## src/logic/gpcp_pkg.sv

```systemverilog
// constants for the 8-bit general port with change detection
//------------------------------------------------------------
// Notes on behaviour
// eight-bit bidirectional port, each pin steered by its own direction bit
// direction 0 drives pin from latch; 1 makes it an input read back
// clearing bit 7 of second_irq_control enables all eight weak pull-ups
// a pin set as output never has its weak pull-up on
// power-on reset leaves all weak pull-ups disabled
// only pins 7..4 are compared, and only those set as inputs
// input pins compared to snapshot taken at last port register read
// four mismatches ORed set port_change_flag, bit 0 of main_irq_control
// the port change interrupt can wake the device from low power
// any port register access refreshes snapshot, except a move source read
// mismatch keeps setting the flag; clearing works only after refresh
// software should not poll the port while change detection is used
// on 80-pin extended mode, alt map bit clear puts unit two on pin 3
// software sets pin 3 direction to suit capture or compare use
// pins 1..5 can carry parallel port address; pin 1 bit 4, 2 bit 3
// input pins 0..3 feed external interrupt inputs 0..3
// input pin 0 feeds unit one pwm fault input when software enables it
// active unit two compare or pwm output overrides port latch data
// pins 4 and 5 carry address bits 1 and 0; 7..4 are key inputs
// in serial programming mode pins 6 and 7 serve only that use
// any reset makes every pin an input and reinitialises the snapshot
// port or latch writes load latch; latch reads return latch contents
//------------------------------------------------------------
package gpcp_pkg;

  // register byte offsets
  localparam logic [7:0] GPCP_OFF_PORT = 8'h00;
  localparam logic [7:0] GPCP_OFF_LAT = 8'h04;
  localparam logic [7:0] GPCP_OFF_DIR = 8'h08;
  localparam logic [7:0] GPCP_OFF_MAIN_IRQ = 8'h0C;
  localparam logic [7:0] GPCP_OFF_SECOND_IRQ = 8'h10;
  localparam logic [7:0] GPCP_OFF_CFG = 8'h14;

  // field positions
  localparam int GPCP_BIT_CHG_FLAG = 0;
  localparam int GPCP_BIT_CHG_EN = 3;
  localparam int GPCP_BIT_PULLUPS_OFF_N = 7;
  localparam int GPCP_BIT_ALT_MAP = 0;
  localparam int GPCP_BIT_EXT_MODE = 1;
  localparam int GPCP_BIT_FAULT_EN = 2;
  localparam int GPCP_PMP_EN_LSB = 4;
  localparam int GPCP_PMP_PINS = 5;
  localparam int GPCP_CHG_LSB = 4;
  localparam int GPCP_CHG_PINS = 4;
  localparam int GPCP_PIN_ALT_CCP = 3;
  localparam int GPCP_PIN_PROG_CLK = 6;
  localparam int GPCP_PIN_PROG_DAT = 7;
  localparam int GPCP_PIN_FAULT = 0;
  localparam int GPCP_EXT_IRQS = 4;

  // values after reset
  localparam logic [7:0] GPCP_RST_DIR = 8'hFF;
  localparam logic [7:0] GPCP_RST_LAT = 8'h00;
  localparam logic GPCP_RST_PULLUPS_OFF_N = 1'b1;
  localparam logic GPCP_RST_ALT_MAP = 1'b1;

endpackage

```

## src/logic/gpcp_change_det.sv

```systemverilog
// change detector comparing input pins against a snapshot
`timescale 1ns/1ps
`default_nettype none
module gpcp_change_det #(
  parameter int W = 4
) (
  input wire logic pclk, // system clock
  input wire logic presetn, // async reset, active low
  input wire logic [W-1:0] pins, // current pin levels
  input wire logic [W-1:0] is_input, // 1 where pin is an input
  input wire logic refresh, // port access, retake snapshot
  output logic mismatch // any input differs from snapshot
);
  logic [W-1:0] snap_r;
  logic snap_valid_r;
  logic [W-1:0] diff;

  // ------------------------------------------------------------
  // snapshot
  // ------------------------------------------------------------
  // reset cannot load a port value, so the first clock after it
  // captures the pins instead
  always_ff @(posedge pclk or negedge presetn) begin
    if (!presetn) begin
      snap_r <= '0;
      snap_valid_r <= 1'b0;
    end else if (refresh || !snap_valid_r) begin
      snap_r <= pins;
      snap_valid_r <= 1'b1;
    end
  end

  // ------------------------------------------------------------
  // comparison
  // ------------------------------------------------------------
  // outputs are masked out of the compare
  assign diff = (pins ^ snap_r) & is_input;
  assign mismatch = snap_valid_r && (|diff);
endmodule
`default_nettype wire

```

## src/logic/gpcp_port.sv

```systemverilog
// 8-bit general port with change flag and pin sharing, apb slave
//
// Register access over APB and the address map were chosen for this implementation.
`timescale 1ns/1ps
`default_nettype none
module gpcp_port #(
  parameter bit PIN80 = 1'b1 // part has the alternate pin mapping
) (
  input wire logic pclk, // system clock, 25 MHz
  input wire logic presetn, // async reset, active low
  input wire logic psel, // apb select
  input wire logic penable, // apb access phase
  input wire logic pwrite, // apb direction, 1 write
  input wire logic [7:0] paddr, // apb byte address
  input wire logic [31:0] pwdata, // apb write data
  input wire logic move_src, // read is a memory move source
  output logic [31:0] prdata, // apb read data
  output logic pready, // apb ready
  output logic pslverr, // apb error, unmapped address
  input wire logic [7:0] pin_in, // pad input levels
  output logic [7:0] pin_out, // pad output levels
  output logic [7:0] pin_oe, // pad output enables, 1 drives
  output logic [7:0] pullup_en, // weak pull-up enables
  input wire logic [4:0] pmp_addr, // parallel port address 4..0
  input wire logic ccp2_active, // unit two compare/pwm running
  input wire logic ccp2_out, // unit two output level
  output logic ccp2_in, // unit two capture input
  input wire logic prog_mode, // serial programming enabled
  input wire logic prog_data_out, // programming data to pad
  input wire logic prog_data_oe, // programming drives data pad
  output logic prog_clock_in, // programming clock from pad
  output logic prog_data_in, // programming data from pad
  output logic [3:0] ext_irq_in, // external interrupt inputs 0..3
  output logic pwm_fault_in, // unit one fault input
  output logic [3:0] key_change_in, // key inputs on pins 4..7
  output logic port_change_flag, // change flag level
  output logic wake // wake request from low power
);
  import gpcp_pkg::*;

  // ------------------------------------------------------------
  // declarations
  // ------------------------------------------------------------
  logic [7:0] dir_r;
  logic [7:0] lat_r;
  logic chg_flag_r;
  logic chg_en_r;
  logic pullups_off_n_r;
  logic alt_map_r;
  logic ext_mode_r;
  logic fault_en_r;
  logic [GPCP_PMP_PINS-1:0] pmp_en_r;
  logic [31:0] prdata_r;
  logic [31:0] rd_nxt;
  logic pready_r;
  logic pslverr_r;
  logic setup;
  logic access;
  logic wr_go;
  logic rd_go;
  logic mapped;
  logic port_hit;
  logic refresh;
  logic mismatch;
  logic alt_ccp_on;
  logic [7:0] out_nxt;
  logic [7:0] oe_nxt;
  logic [7:0] pin_out_r;
  logic [7:0] pin_oe_r;
  logic [7:0] pullup_r;
  logic [3:0] ext_irq_r;
  logic [3:0] key_r;
  logic fault_r;
  logic ccp2_in_r;
  logic prog_clk_r;
  logic prog_dat_r;
  logic wake_r;
  logic [7:0] pmp_map;

  // ------------------------------------------------------------
  // apb handshake
  // ------------------------------------------------------------
  // no wait state: ready rises in the first access cycle, so the
  // read mux settles from the setup cycle's pin levels
  assign setup = psel && !penable;
  assign access = psel && penable && pready_r;
  assign wr_go = access && pwrite;
  assign rd_go = access && !pwrite;

  // address decode
  always_comb begin
    unique case (paddr)
      GPCP_OFF_PORT, GPCP_OFF_LAT, GPCP_OFF_DIR,
      GPCP_OFF_MAIN_IRQ, GPCP_OFF_SECOND_IRQ, GPCP_OFF_CFG: mapped = 1'b1;
      default: mapped = 1'b0;
    endcase
  end

  // read mux; reserved bits read zero
  always_comb begin
    rd_nxt = '0;
    unique case (paddr)
      GPCP_OFF_PORT: rd_nxt[7:0] = pin_in;
      GPCP_OFF_LAT: rd_nxt[7:0] = lat_r;
      GPCP_OFF_DIR: rd_nxt[7:0] = dir_r;
      GPCP_OFF_MAIN_IRQ: begin
        rd_nxt[GPCP_BIT_CHG_FLAG] = chg_flag_r;
        rd_nxt[GPCP_BIT_CHG_EN] = chg_en_r;
      end
      GPCP_OFF_SECOND_IRQ: rd_nxt[GPCP_BIT_PULLUPS_OFF_N] = pullups_off_n_r;
      GPCP_OFF_CFG: begin
        rd_nxt[GPCP_BIT_ALT_MAP] = alt_map_r;
        rd_nxt[GPCP_BIT_EXT_MODE] = ext_mode_r;
        rd_nxt[GPCP_BIT_FAULT_EN] = fault_en_r;
        rd_nxt[GPCP_PMP_EN_LSB +: GPCP_PMP_PINS] = pmp_en_r;
      end
      default: rd_nxt = '0;
    endcase
  end

  // ready, data and error from flip-flops
  always_ff @(posedge pclk or negedge presetn) begin
    if (!presetn) begin
      pready_r <= 1'b0;
      prdata_r <= '0;
      pslverr_r <= 1'b0;
    end else if (setup) begin
      pready_r <= 1'b1;
      prdata_r <= pwrite ? 32'h0000_0000 : rd_nxt;
      pslverr_r <= !mapped;
    end else begin
      pready_r <= 1'b0;
      pslverr_r <= 1'b0;
    end
  end

  // ------------------------------------------------------------
  // port registers
  // ------------------------------------------------------------
  assign port_hit = access && (paddr == GPCP_OFF_PORT);

  // direction resets to all inputs
  always_ff @(posedge pclk or negedge presetn) begin
    if (!presetn) begin
      dir_r <= GPCP_RST_DIR;
    end else if (wr_go && paddr == GPCP_OFF_DIR) begin
      dir_r <= pwdata[7:0];
    end
  end

  // both the port and latch addresses write the latch
  always_ff @(posedge pclk or negedge presetn) begin
    if (!presetn) begin
      lat_r <= GPCP_RST_LAT;
    end else if (wr_go && (paddr == GPCP_OFF_PORT
                           || paddr == GPCP_OFF_LAT)) begin
      lat_r <= pwdata[7:0];
    end
  end

  // shared pull-up control, off after reset
  always_ff @(posedge pclk or negedge presetn) begin
    if (!presetn) begin
      pullups_off_n_r <= GPCP_RST_PULLUPS_OFF_N;
    end else if (wr_go && paddr == GPCP_OFF_SECOND_IRQ) begin
      pullups_off_n_r <= pwdata[GPCP_BIT_PULLUPS_OFF_N];
    end
  end

  // pin sharing configuration
  always_ff @(posedge pclk or negedge presetn) begin
    if (!presetn) begin
      alt_map_r <= GPCP_RST_ALT_MAP;
      ext_mode_r <= 1'b0;
      fault_en_r <= 1'b0;
      pmp_en_r <= '0;
    end else if (wr_go && paddr == GPCP_OFF_CFG) begin
      alt_map_r <= pwdata[GPCP_BIT_ALT_MAP];
      ext_mode_r <= pwdata[GPCP_BIT_EXT_MODE];
      fault_en_r <= pwdata[GPCP_BIT_FAULT_EN];
      pmp_en_r <= pwdata[GPCP_PMP_EN_LSB +: GPCP_PMP_PINS];
    end
  end

  // ------------------------------------------------------------
  // change detection
  // ------------------------------------------------------------
  // a move that only names the port as its source leaves the
  // snapshot alone; polling reads will hide changes
  assign refresh = port_hit && (pwrite || !move_src);

  gpcp_change_det #(
    .W(GPCP_CHG_PINS)
  ) u_chg (
    .pclk(pclk),
    .presetn(presetn),
    .pins(pin_in[GPCP_CHG_LSB +: GPCP_CHG_PINS]),
    .is_input((dir_r[GPCP_CHG_LSB +: GPCP_CHG_PINS] &
               ~{GPCP_CHG_PINS{prog_mode}}) |
              (dir_r[GPCP_CHG_LSB +: GPCP_CHG_PINS] & 4'h3)),
    .refresh(refresh),
    .mismatch(mismatch)
  );

  // flag: mismatch sets and wins over a software clear, so a
  // clear only sticks once a port access ends the mismatch
  always_ff @(posedge pclk or negedge presetn) begin
    if (!presetn) begin
      chg_flag_r <= 1'b0;
      chg_en_r <= 1'b0;
    end else begin
      if (mismatch) begin
        chg_flag_r <= 1'b1;
      end else if (wr_go && paddr == GPCP_OFF_MAIN_IRQ) begin
        chg_flag_r <= pwdata[GPCP_BIT_CHG_FLAG];
      end
      if (wr_go && paddr == GPCP_OFF_MAIN_IRQ) begin
        chg_en_r <= pwdata[GPCP_BIT_CHG_EN];
      end
    end
  end

  // wake runs off the flag, needs no clock gating knowledge
  always_ff @(posedge pclk or negedge presetn) begin
    if (!presetn) begin
      wake_r <= 1'b0;
    end else begin
      wake_r <= chg_flag_r && chg_en_r;
    end
  end

  // ------------------------------------------------------------
  // pin drive
  // ------------------------------------------------------------
  // address lines land reversed: pin 1 carries bit 4, pin 5 bit 0
  assign pmp_map = {2'b00, pmp_addr[0], pmp_addr[1], pmp_addr[2],
                    pmp_addr[3], pmp_addr[4], 1'b0};

  assign alt_ccp_on = PIN80 && ext_mode_r && !alt_map_r;

  // priority: programming, parallel address, unit two, latch
  genvar gi;
  generate
    for (gi = 0; gi < 8; gi = gi + 1) begin : g_pin
      always_comb begin
        out_nxt[gi] = lat_r[gi];
        oe_nxt[gi] = !dir_r[gi];
        if (prog_mode && gi == GPCP_PIN_PROG_CLK) begin
          out_nxt[gi] = 1'b0;
          oe_nxt[gi] = 1'b0;
        end else if (prog_mode && gi == GPCP_PIN_PROG_DAT) begin
          out_nxt[gi] = prog_data_out;
          oe_nxt[gi] = prog_data_oe;
        end else if (gi >= 1 && gi <= GPCP_PMP_PINS
                     && pmp_en_r[(gi >= 1 && gi <= GPCP_PMP_PINS) ?
                                 gi - 1 : 0]) begin
          out_nxt[gi] = pmp_map[gi];
          oe_nxt[gi] = 1'b1; // direction ignored
        end else if (gi == GPCP_PIN_ALT_CCP && alt_ccp_on
                     && ccp2_active && !dir_r[gi]) begin
          out_nxt[gi] = ccp2_out;
          oe_nxt[gi] = 1'b1;
        end
      end
    end
  endgenerate

  // pad registers; pull-up dropped on any driving pin
  always_ff @(posedge pclk or negedge presetn) begin
    if (!presetn) begin
      pin_out_r <= '0;
      pin_oe_r <= '0;
      pullup_r <= '0;
    end else begin
      pin_out_r <= out_nxt;
      pin_oe_r <= oe_nxt;
      pullup_r <= ~oe_nxt & {8{!pullups_off_n_r}};
    end
  end

  // ------------------------------------------------------------
  // inputs to other units
  // ------------------------------------------------------------
  always_ff @(posedge pclk or negedge presetn) begin
    if (!presetn) begin
      ext_irq_r <= '0;
      fault_r <= 1'b0;
      key_r <= '0;
      ccp2_in_r <= 1'b0;
      prog_clk_r <= 1'b0;
      prog_dat_r <= 1'b0;
    end else begin
      // only input pins feed the interrupt lines
      ext_irq_r <= pin_in[3:0] & dir_r[3:0];
      fault_r <= pin_in[GPCP_PIN_FAULT] && dir_r[GPCP_PIN_FAULT]
                 && fault_en_r;
      key_r <= pin_in[7:4] & dir_r[7:4]
               & {!prog_mode, !prog_mode, 2'b11};
      ccp2_in_r <= alt_ccp_on && dir_r[GPCP_PIN_ALT_CCP]
                   && pin_in[GPCP_PIN_ALT_CCP];
      prog_clk_r <= prog_mode && pin_in[GPCP_PIN_PROG_CLK];
      prog_dat_r <= prog_mode && pin_in[GPCP_PIN_PROG_DAT];
    end
  end

  // ------------------------------------------------------------
  // outputs
  // ------------------------------------------------------------
  assign prdata = prdata_r;
  assign pready = pready_r;
  assign pslverr = pslverr_r;
  assign pin_out = pin_out_r;
  assign pin_oe = pin_oe_r;
  assign pullup_en = pullup_r;
  assign ext_irq_in = ext_irq_r;
  assign pwm_fault_in = fault_r;
  assign key_change_in = key_r;
  assign ccp2_in = ccp2_in_r;
  assign prog_clock_in = prog_clk_r;
  assign prog_data_in = prog_dat_r;
  assign port_change_flag = chg_flag_r;
  assign wake = wake_r;
endmodule
`default_nettype wire

```

## config.mk

```make
export PLATFORM = sky130hd
export DESIGN_NAME = gpcp_port
export DESIGN_NICKNAME = d
export VERILOG_FILES = /design/src/logic/gpcp_pkg.sv /design/src/logic/gpcp_change_det.sv /design/src/logic/gpcp_port.sv
export SDC_FILE = /design/constraint.sdc
export NUM_CORES = 1
export LEC_CHECK = 0
export BUFFER_PORTS_ARGS = -buffer_cell sky130_fd_sc_hd__buf_2
export CAP_MARGIN = 20
export CORE_UTILIZATION = 47
export CTS_CLUSTER_SIZE = 24
export DETAILED_ROUTE_END_ITERATION = 8
export HOLD_SLACK_MARGIN = 0.03
export PLACE_DENSITY_LB_ADDON = 0.05
export SYNTH_ARGS = -nofsm -noshare
export SYNTH_HDL_FRONTEND = slang
export SYNTH_SLANG_ARGS = --single-unit
```

## constraint.sdc

```tcl
create_clock -name pclk -period 3 [get_ports pclk]
set_input_delay 0.15 -clock pclk [delete_from_list [all_inputs] [get_ports pclk]]
set_output_delay 0.15 -clock pclk [all_outputs]
set_load 0.005 [all_outputs]
```

==> results of run 1 <==
sequential cells by signal, indices dropped and copies added, names as in the netlist, 4 cells and up:
signal,cells
prdata,9
dir_r,8
lat_r,8
pin_oe,8
pin_out,8
pullup_en,8
pmp_en_r,5
ext_irq_in,4
key_change_in,4
u_chg.snap_r,4
worst max-delay path, stage by stage, from the launching register on:
cell	delay [ns]
dfrtp_1	0.38
nand4_1	0.29
nor4_4	0.69
mux2_2	0.41
area by class of cell:
class / instances / area, um^2 / area share, %
Clock buffer: 14 / 173 / 4.10
Clock inverter: 2 / 60.1 / 1.43
Inverter: 5 / 18.8 / 0.446
Multi-Input combinational cell: 174 / 1280 / 30.4
Sequential cell: 80 / 2010 / 47.8
Tap cell: 96 / 120 / 2.85
Timing Repair Buffer: 97 / 546 / 13.0
power by group:
group	total, uW	internal, uW	switching, uW
Sequential	1110	1100	9.70
Combinational	148	62.0	85.6
Clock	901	539	363
Total	2150	1700	458
path summary, 6_finish.rpt:
| check | end | slack (ns) | start | cells after the start |
|---|---|---|---|---|
| worst max-delay path | lat_r[2] | 1.13 | pready | 3 |
| worst min-delay path | pin_out[7] | 0.05 | prog_data_out | 2 |
| worst max register to register | lat_r[2] | 1.13 | pready | 3 |
| worst min register to register | pin_out[0] | 0.42 | lat_r[0] | 0 |
| max in group asynchronous | dir_r[4] | 2.18 | presetn | 3 |
| min in group asynchronous | pullup_en[7] | 0.20 | presetn | 2 |
routing by layer:
metal | vias to the layer above | track usage, % | part of all wire (%)
li1 | 1084 | - | -
met2 | 77 | 31.7 | 47
met4 | 0 | 5.81 | 0.65
met5 | - | 0 | 0
met3 | 4 | 4.74 | 5.0
met1 | 1163 | 29.0 | 47
per-stage QoR:
stage / std cells / utilization, % / total power (uW) / hold slack, ns / instance area (um^2)
2_1_floorplan: 289 / - / 1210 / -0.146 / 3510
3_3_place_gp: 444 / 56.2 / 1260 / 0.377 / 3880
3_5_place_dp: 444 / 56.2 / 1260 / 0.372 / 3880
4_1_cts: 467 / 60.6 / 2170 / 0.0351 / 4180
5_1_grt: 468 / 61.0 / 2240 / 0.0360 / 4210
6_report: 468 / 61.0 / 2150 / 0.0505 / 4210
logic make-up after synthesis:
group                  Yosys count
XOR/XNOR                         4
AND/OR/NAND/NOR                 77
multiplexers                    48
buffers and inverters           35
other                            2
AO/OA/AOI/OAI                   21
flip-flops                      80
synth_stat cells (5+ instances only):
cell and n:
dfrtp_1 70, mux2_2 40, buf_4 23, nand2_1 18
nor2_1 16, and2_1 10, dfstp_2 10, nand2b_1 6
inv_1 5, mux2i_1 5
layout by cell type, fill, tap and decap left out, types with 5 or more instances in the layout:
cell	synthesis	final
nor2_1	16	16
mux2_2	40	40
conb_1	2	24
and2_1	10	10
inv_1	5	5
buf_2	2	88
nand2b_1	6	6
dfrtp_1	70	70
mux2i_1	5	5
dfstp_2	10	10
clkbuf_8	0	12
nand2_1	18	18
dlygate4sd3_1	0	7
==> results.md, run 1 <==
- Run status: complete, no violations
- #FFs+latches synth: 80
- Compound-Gate Fraction of Synth Area: 4.63%
- Top cells by area, synth: dfrtp_1, mux2_2, dfstp_2
- Register area share after synthesis: 58.7%
- Total number of vias: 2328
- Drt pass-1 iters: 4
- F_max: 533 MHz
- Diodes inserted: 0
- Synth Area in Simple Gates: 12.4%
- Gpl congestion: 0.782
- Total grt overflow: 0
- Site Rows: 30
- Overall Global Routing Usage: 20.5%
- Max-cap violation count: 0
- Largest family of logic cells by synthesized area: multiplexers
- Core ar.: 6910 um^2
- Initial antenna violation count: 0
- Fin worst setup slack: 1.13 ns
- Peak supply drop: 0.000265 V
- Ys flop type: dfrtp_1
- Synth Warn #: 0
- Die height: 87.4 um
- Post-synth ARST share: 100%
- Final critical-path required period: 1.87 ns
- Clock Sink Count: 80
- Syn Inst Count: 267
- Leakage: 0.00217 uW
- Fin. Hold Viols: 0
- HP Class: input port to register
- Global-route wire length before repair: 11400 um
- Worst skew pair latency: 0.34 ns
- RSZ-0062 raised after global routing: false
- Resize count post-CTS: 0
- Adder-Cell Fraction of Synth Area: 0%
- Crit path max fanout: 8
- Initial Utilization: 49.7%
- Vias in the first global route: 2143
- Worst EP required: 3.23 ns
- Area leader, netlist: dfrtp_1
- Avg Inst Size Synth: 12.8 um^2
- CTS tree: yes
- Root buf cell: clkbuf_8
- Post-CTS Setup Inserts: 0
- Worst clock skew: 0.00964 ns
- ANT nets after route: 0
- Share of cells above drive strength 1: 44.4%
- Die X-Extent: 87.4 um
- Proportion of synthesized area in mux cells: 16.6%
- Die footprint: 7640 um^2
- Post-synth top area share: 51.1%
- Final wirelength: 7370 um
- PortBufs: 89
- Slew @ Worst Pin: 0.699 ns
- CP arrival: 2.10 ns
- Area growth from synthesis to layout: 22.7%
- Inserted Clock Buffers: 9
- Drt drc: 0
- Synth Area in XOR/XNOR: 1.02%
- Clk buf depth: 2
- Crit end category: register
- Post-Syn Area: 3430 um^2
- Slew HR: 53.1%
- Largest net degree at the start of global routing: 81
- CP Class: register to register
- HPWL Detailed: 5240 um
- Final net count: 431
- Vias per cell: 4.97
- Count of different cell masters after synthesis: 40
- H-tree depth: 3
- Post-cts hold buffer count: 7
- Fillcell total: 621
- Pins Over Slew Limit: 0
- Worst slack, placed: 0.930 ns
- Initial detailed-routing violation count: 90
- Final setup viols: 0
- Wire per inst: 15.8 um
- TNS Setup: 0 ns
- Clk slew on worst S/H paths: 0.07 ns
- IO Pins: 136
- Number of synthesized flops with an enable pin: 0
- P per Cell Area: 512 nW/um^2
- Type of origin of the critical path: register
- Period utilisation layout: 62.5%
No activity file was read; power rests on OpenSTA's default activity.
==> run 2: changes to the inputs <==
Clock period 3 ns to 1.82 ns, I/O delays scaled along.
==> run 2 against run 1 <==
Compared with the run above: critical path depth is 3 higher; sequential cell count is the same; clock power grew 50%; via count increased by 4.1%; register-to-register slack lost 0.98 ns; cell area is 5.5% higher; total power rose by 60%; clock skew fell by 0.0034 ns; non-clock buffer count up 27; sequential power up 64%; largest cell class unchanged; largest power group unchanged.
==> results.md, run 2 (synthesized netlist as in run 1, its figures left out) <==
- Root buf cell: clkbuf_8
- Share of cells above drive strength 1: 43.6% (-0.75 points)
- Die height: 87.4 um (unchanged)
- Flop2flop setup slack: 0.15 ns (-0.98 ns)
- Clk buf depth: 2 (unchanged)
- Worst slack, placed: 0.116 ns (-0.814 ns)
- HP Class: input port to register
- Post-cts hold buffer count: 26 (+19)
- R2R Path End: dir_r[3]
- Type of origin of the critical path: input port
- Setup crit start: pwrite
- Initial antenna violation count: 0 (unchanged)
- Site Rows: 30 (unchanged)
- Worst EP required: 2.11 ns (-1.12 ns)
- Largest net degree at the start of global routing: 52 (-36%)
- Levels on crit path: 6 (+3)
- F_max: 592 MHz
- Crit-path slowest cell: dlygate4sd3_1
- Final wirelength: 7820 um (+6.0%)
- Comb pwr share: 8.1% (+1.2 points)
- Vias per cell: 4.90 (-1.6%)
- Clock network fraction of total power: 39.1% (-2.7 points)
- Total grt overflow: 0 (unchanged)
- Crit path max fanout: 8 (unchanged)
- Buf+Inv Stages, Crit Path: 2 (+2)
- Drt pass-1 iters: 4 (unchanged)
- Worst skew pair latency: 0.35 ns (about the same)
- Final net count: 458 (+6.3%)
- Gpl congestion: 0.834 (+6.6%)
- CP arrival: 1.98 ns (-0.12 ns)
- Max incr delay on CP: 0.52 ns (-0.17 ns)
- Slew @ Worst Pin: 0.498 ns (-0.201 ns)
- IO Pins: 136 (unchanged)
- CP Class: input port to register
- Inserted Clock Buffers: 9 (unchanged)
- Resize count post-CTS: 0 (unchanged)
- Slew HR: 66.7% (+14 points)
- Reg2reg start: pready
- Fin area: 4440 um^2 (+5.5%)
- Int Pwr: 2650 uW (+56%)
- Peak supply drop: 0.000549 V (+110%)
- Largest register FFs: 9 (unchanged)
- Flop pwr share: 52.8% (+1.5 points)
- NetSw: 804 uW (+75%)
- Fin. Hold Viols: 0 (unchanged)
- Final critical-path required period: 1.69 ns
- Placed inst area: 3970 um^2 (+2.4%)
- Wire per inst: 15.8 um (+0.23%)
- Die X-Extent: 87.4 um (unchanged)
- Worst clock skew: 0.00624 ns (-0.00341 ns)
- RSZ-0062 raised after global routing: false
- PortBufs: 89 (unchanged)
- Vias in the first global route: 2334 (+8.9%)
- P per Cell Area: 777 nW/um^2 (+52%)
- Final setup viols: 0 (unchanged)
- Sw Ratio: 23.3% (+2.0 points)
- Crit-path cells: dlygate4sd3_1 > buf_2 > nand4_1 > nor2_1 > nand3_2 > mux2_2
- Max-cap violation count: 0 (unchanged)
- Drt drc: 0 (unchanged)
- Fin worst setup slack: 0.132 ns (-0.994 ns)
- CP delay by family, top: simple AND/OR/NAND/NOR gates
- Clock Sink Count: 80 (unchanged)
- Most common cell after layout, fill and taps aside: buf_2
- Crit end category: register
- Run status: complete, no violations
- Clk slew on worst S/H paths: 0.08 ns (about the same)
- CTS tree: yes
- Total number of vias: 2424 (+4.1%)
- Diodes inserted: 0 (unchanged)
- HPWL Detailed: 5470 um (+4.3%)
- Core ar.: 6910 um^2 (unchanged)
- Period utilisation layout: 92.8%
- H-tree depth: 3 (unchanged)
- Leakage: 0.00227 uW (+4.5%)
- ANT nets after route: 0 (unchanged)
- Overall Global Routing Usage: 22.2% (+1.6 points)
- Post-CTS Setup Inserts: 0 (unchanged)
- Area growth from synthesis to layout: 29.4%
- Initial Utilization: 49.7% (unchanged)
- Most frequent cells in the layout: buf_2, dfrtp_1, mux2_2
- Initial detailed-routing violation count: 103 (+14%)
- Die footprint: 7640 um^2 (unchanged)
- Global-route wire length before repair: 12300 um (+7.7%)
- Critical path endpoint: dir_r[3]
- Pins Over Slew Limit: 0 (unchanged)
- FF-to-FF path depth: 4 (+1)
- TNS Setup: 0 ns (unchanged)
==> run 2: cell count changes in the layout (fill, tap and decap cells not counted) <==
cell	previous run	this run
dlygate4sd3_1	7	26
buf_4	1	8
clkinvlp_4	0	3
buf_12	0	2
buf_16	1	0
bufinv_16	2	1
clkbuf_1	2	1
clkbuf_8	12	11
==> run 2: worst min-delay path by stage <==
stage | end | slack [ns] | cells past startpoint | from
after CTS | prog_clock_in | 0.03 | 2 | pin_in[6]
after detailed placement | pin_oe[2] | 0.04 | 1 | presetn
final | prog_clock_in | 0.04 | 2 | pin_in[6]
after floorplan | ccp2_in | -0.20 | 0 | presetn
after global placement | pullup_en[2] | 0.04 | 1 | presetn
after global routing | prog_clock_in | 0.05 | 2 | pin_in[6]
==> run 2: area by class of cell <==
cell class                      count  area, um^2
Clock buffer                       12         155
Timing Repair Buffer              124         801
Multi-Input combinational cell    174        1280
Tap cell                           96         120
Fill cell                         581        2470
Sequential cell                    80        2010
Inverter                            5        18.8
Clock inverter                      4        52.6
==> run 2: per-stage QoR <==
| step | hold WS (ns) | power [uW] | utilization (%) | instances |
|---|---|---|---|---|
| floorplan | -0.205 | 1990 | - | 289 |
| global placement | 0.0395 | 2090 | 57.5 | 453 |
| detailed placement | 0.0416 | 2090 | 57.5 | 453 |
| CTS | 0.0320 | 3490 | 64.3 | 495 |
| global route | 0.0489 | 3590 | 64.3 | 495 |
| finish | 0.0420 | 3450 | 64.3 | 495 |
==> run 2: power groups by stage <==
stage	registers [uW]	clock network (uW)	logic, uW
5_1_grt	1830	1460	313
3_5_place_dp	1860	0	237
6_report	1820	1350	280
4_1_cts	1820	1390	281
2_1_floorplan	1860	0	130
3_3_place_gp	1860	0	235
==> run 2: routing by layer <==
layer	track usage, %	share of wire, %	vias up
met5	0	0	-
li1	-	-	1140
met1	30.8	45	1188
met4	10.1	1.5	0
met2	34.0	48	86
met3	3.89	5.3	10
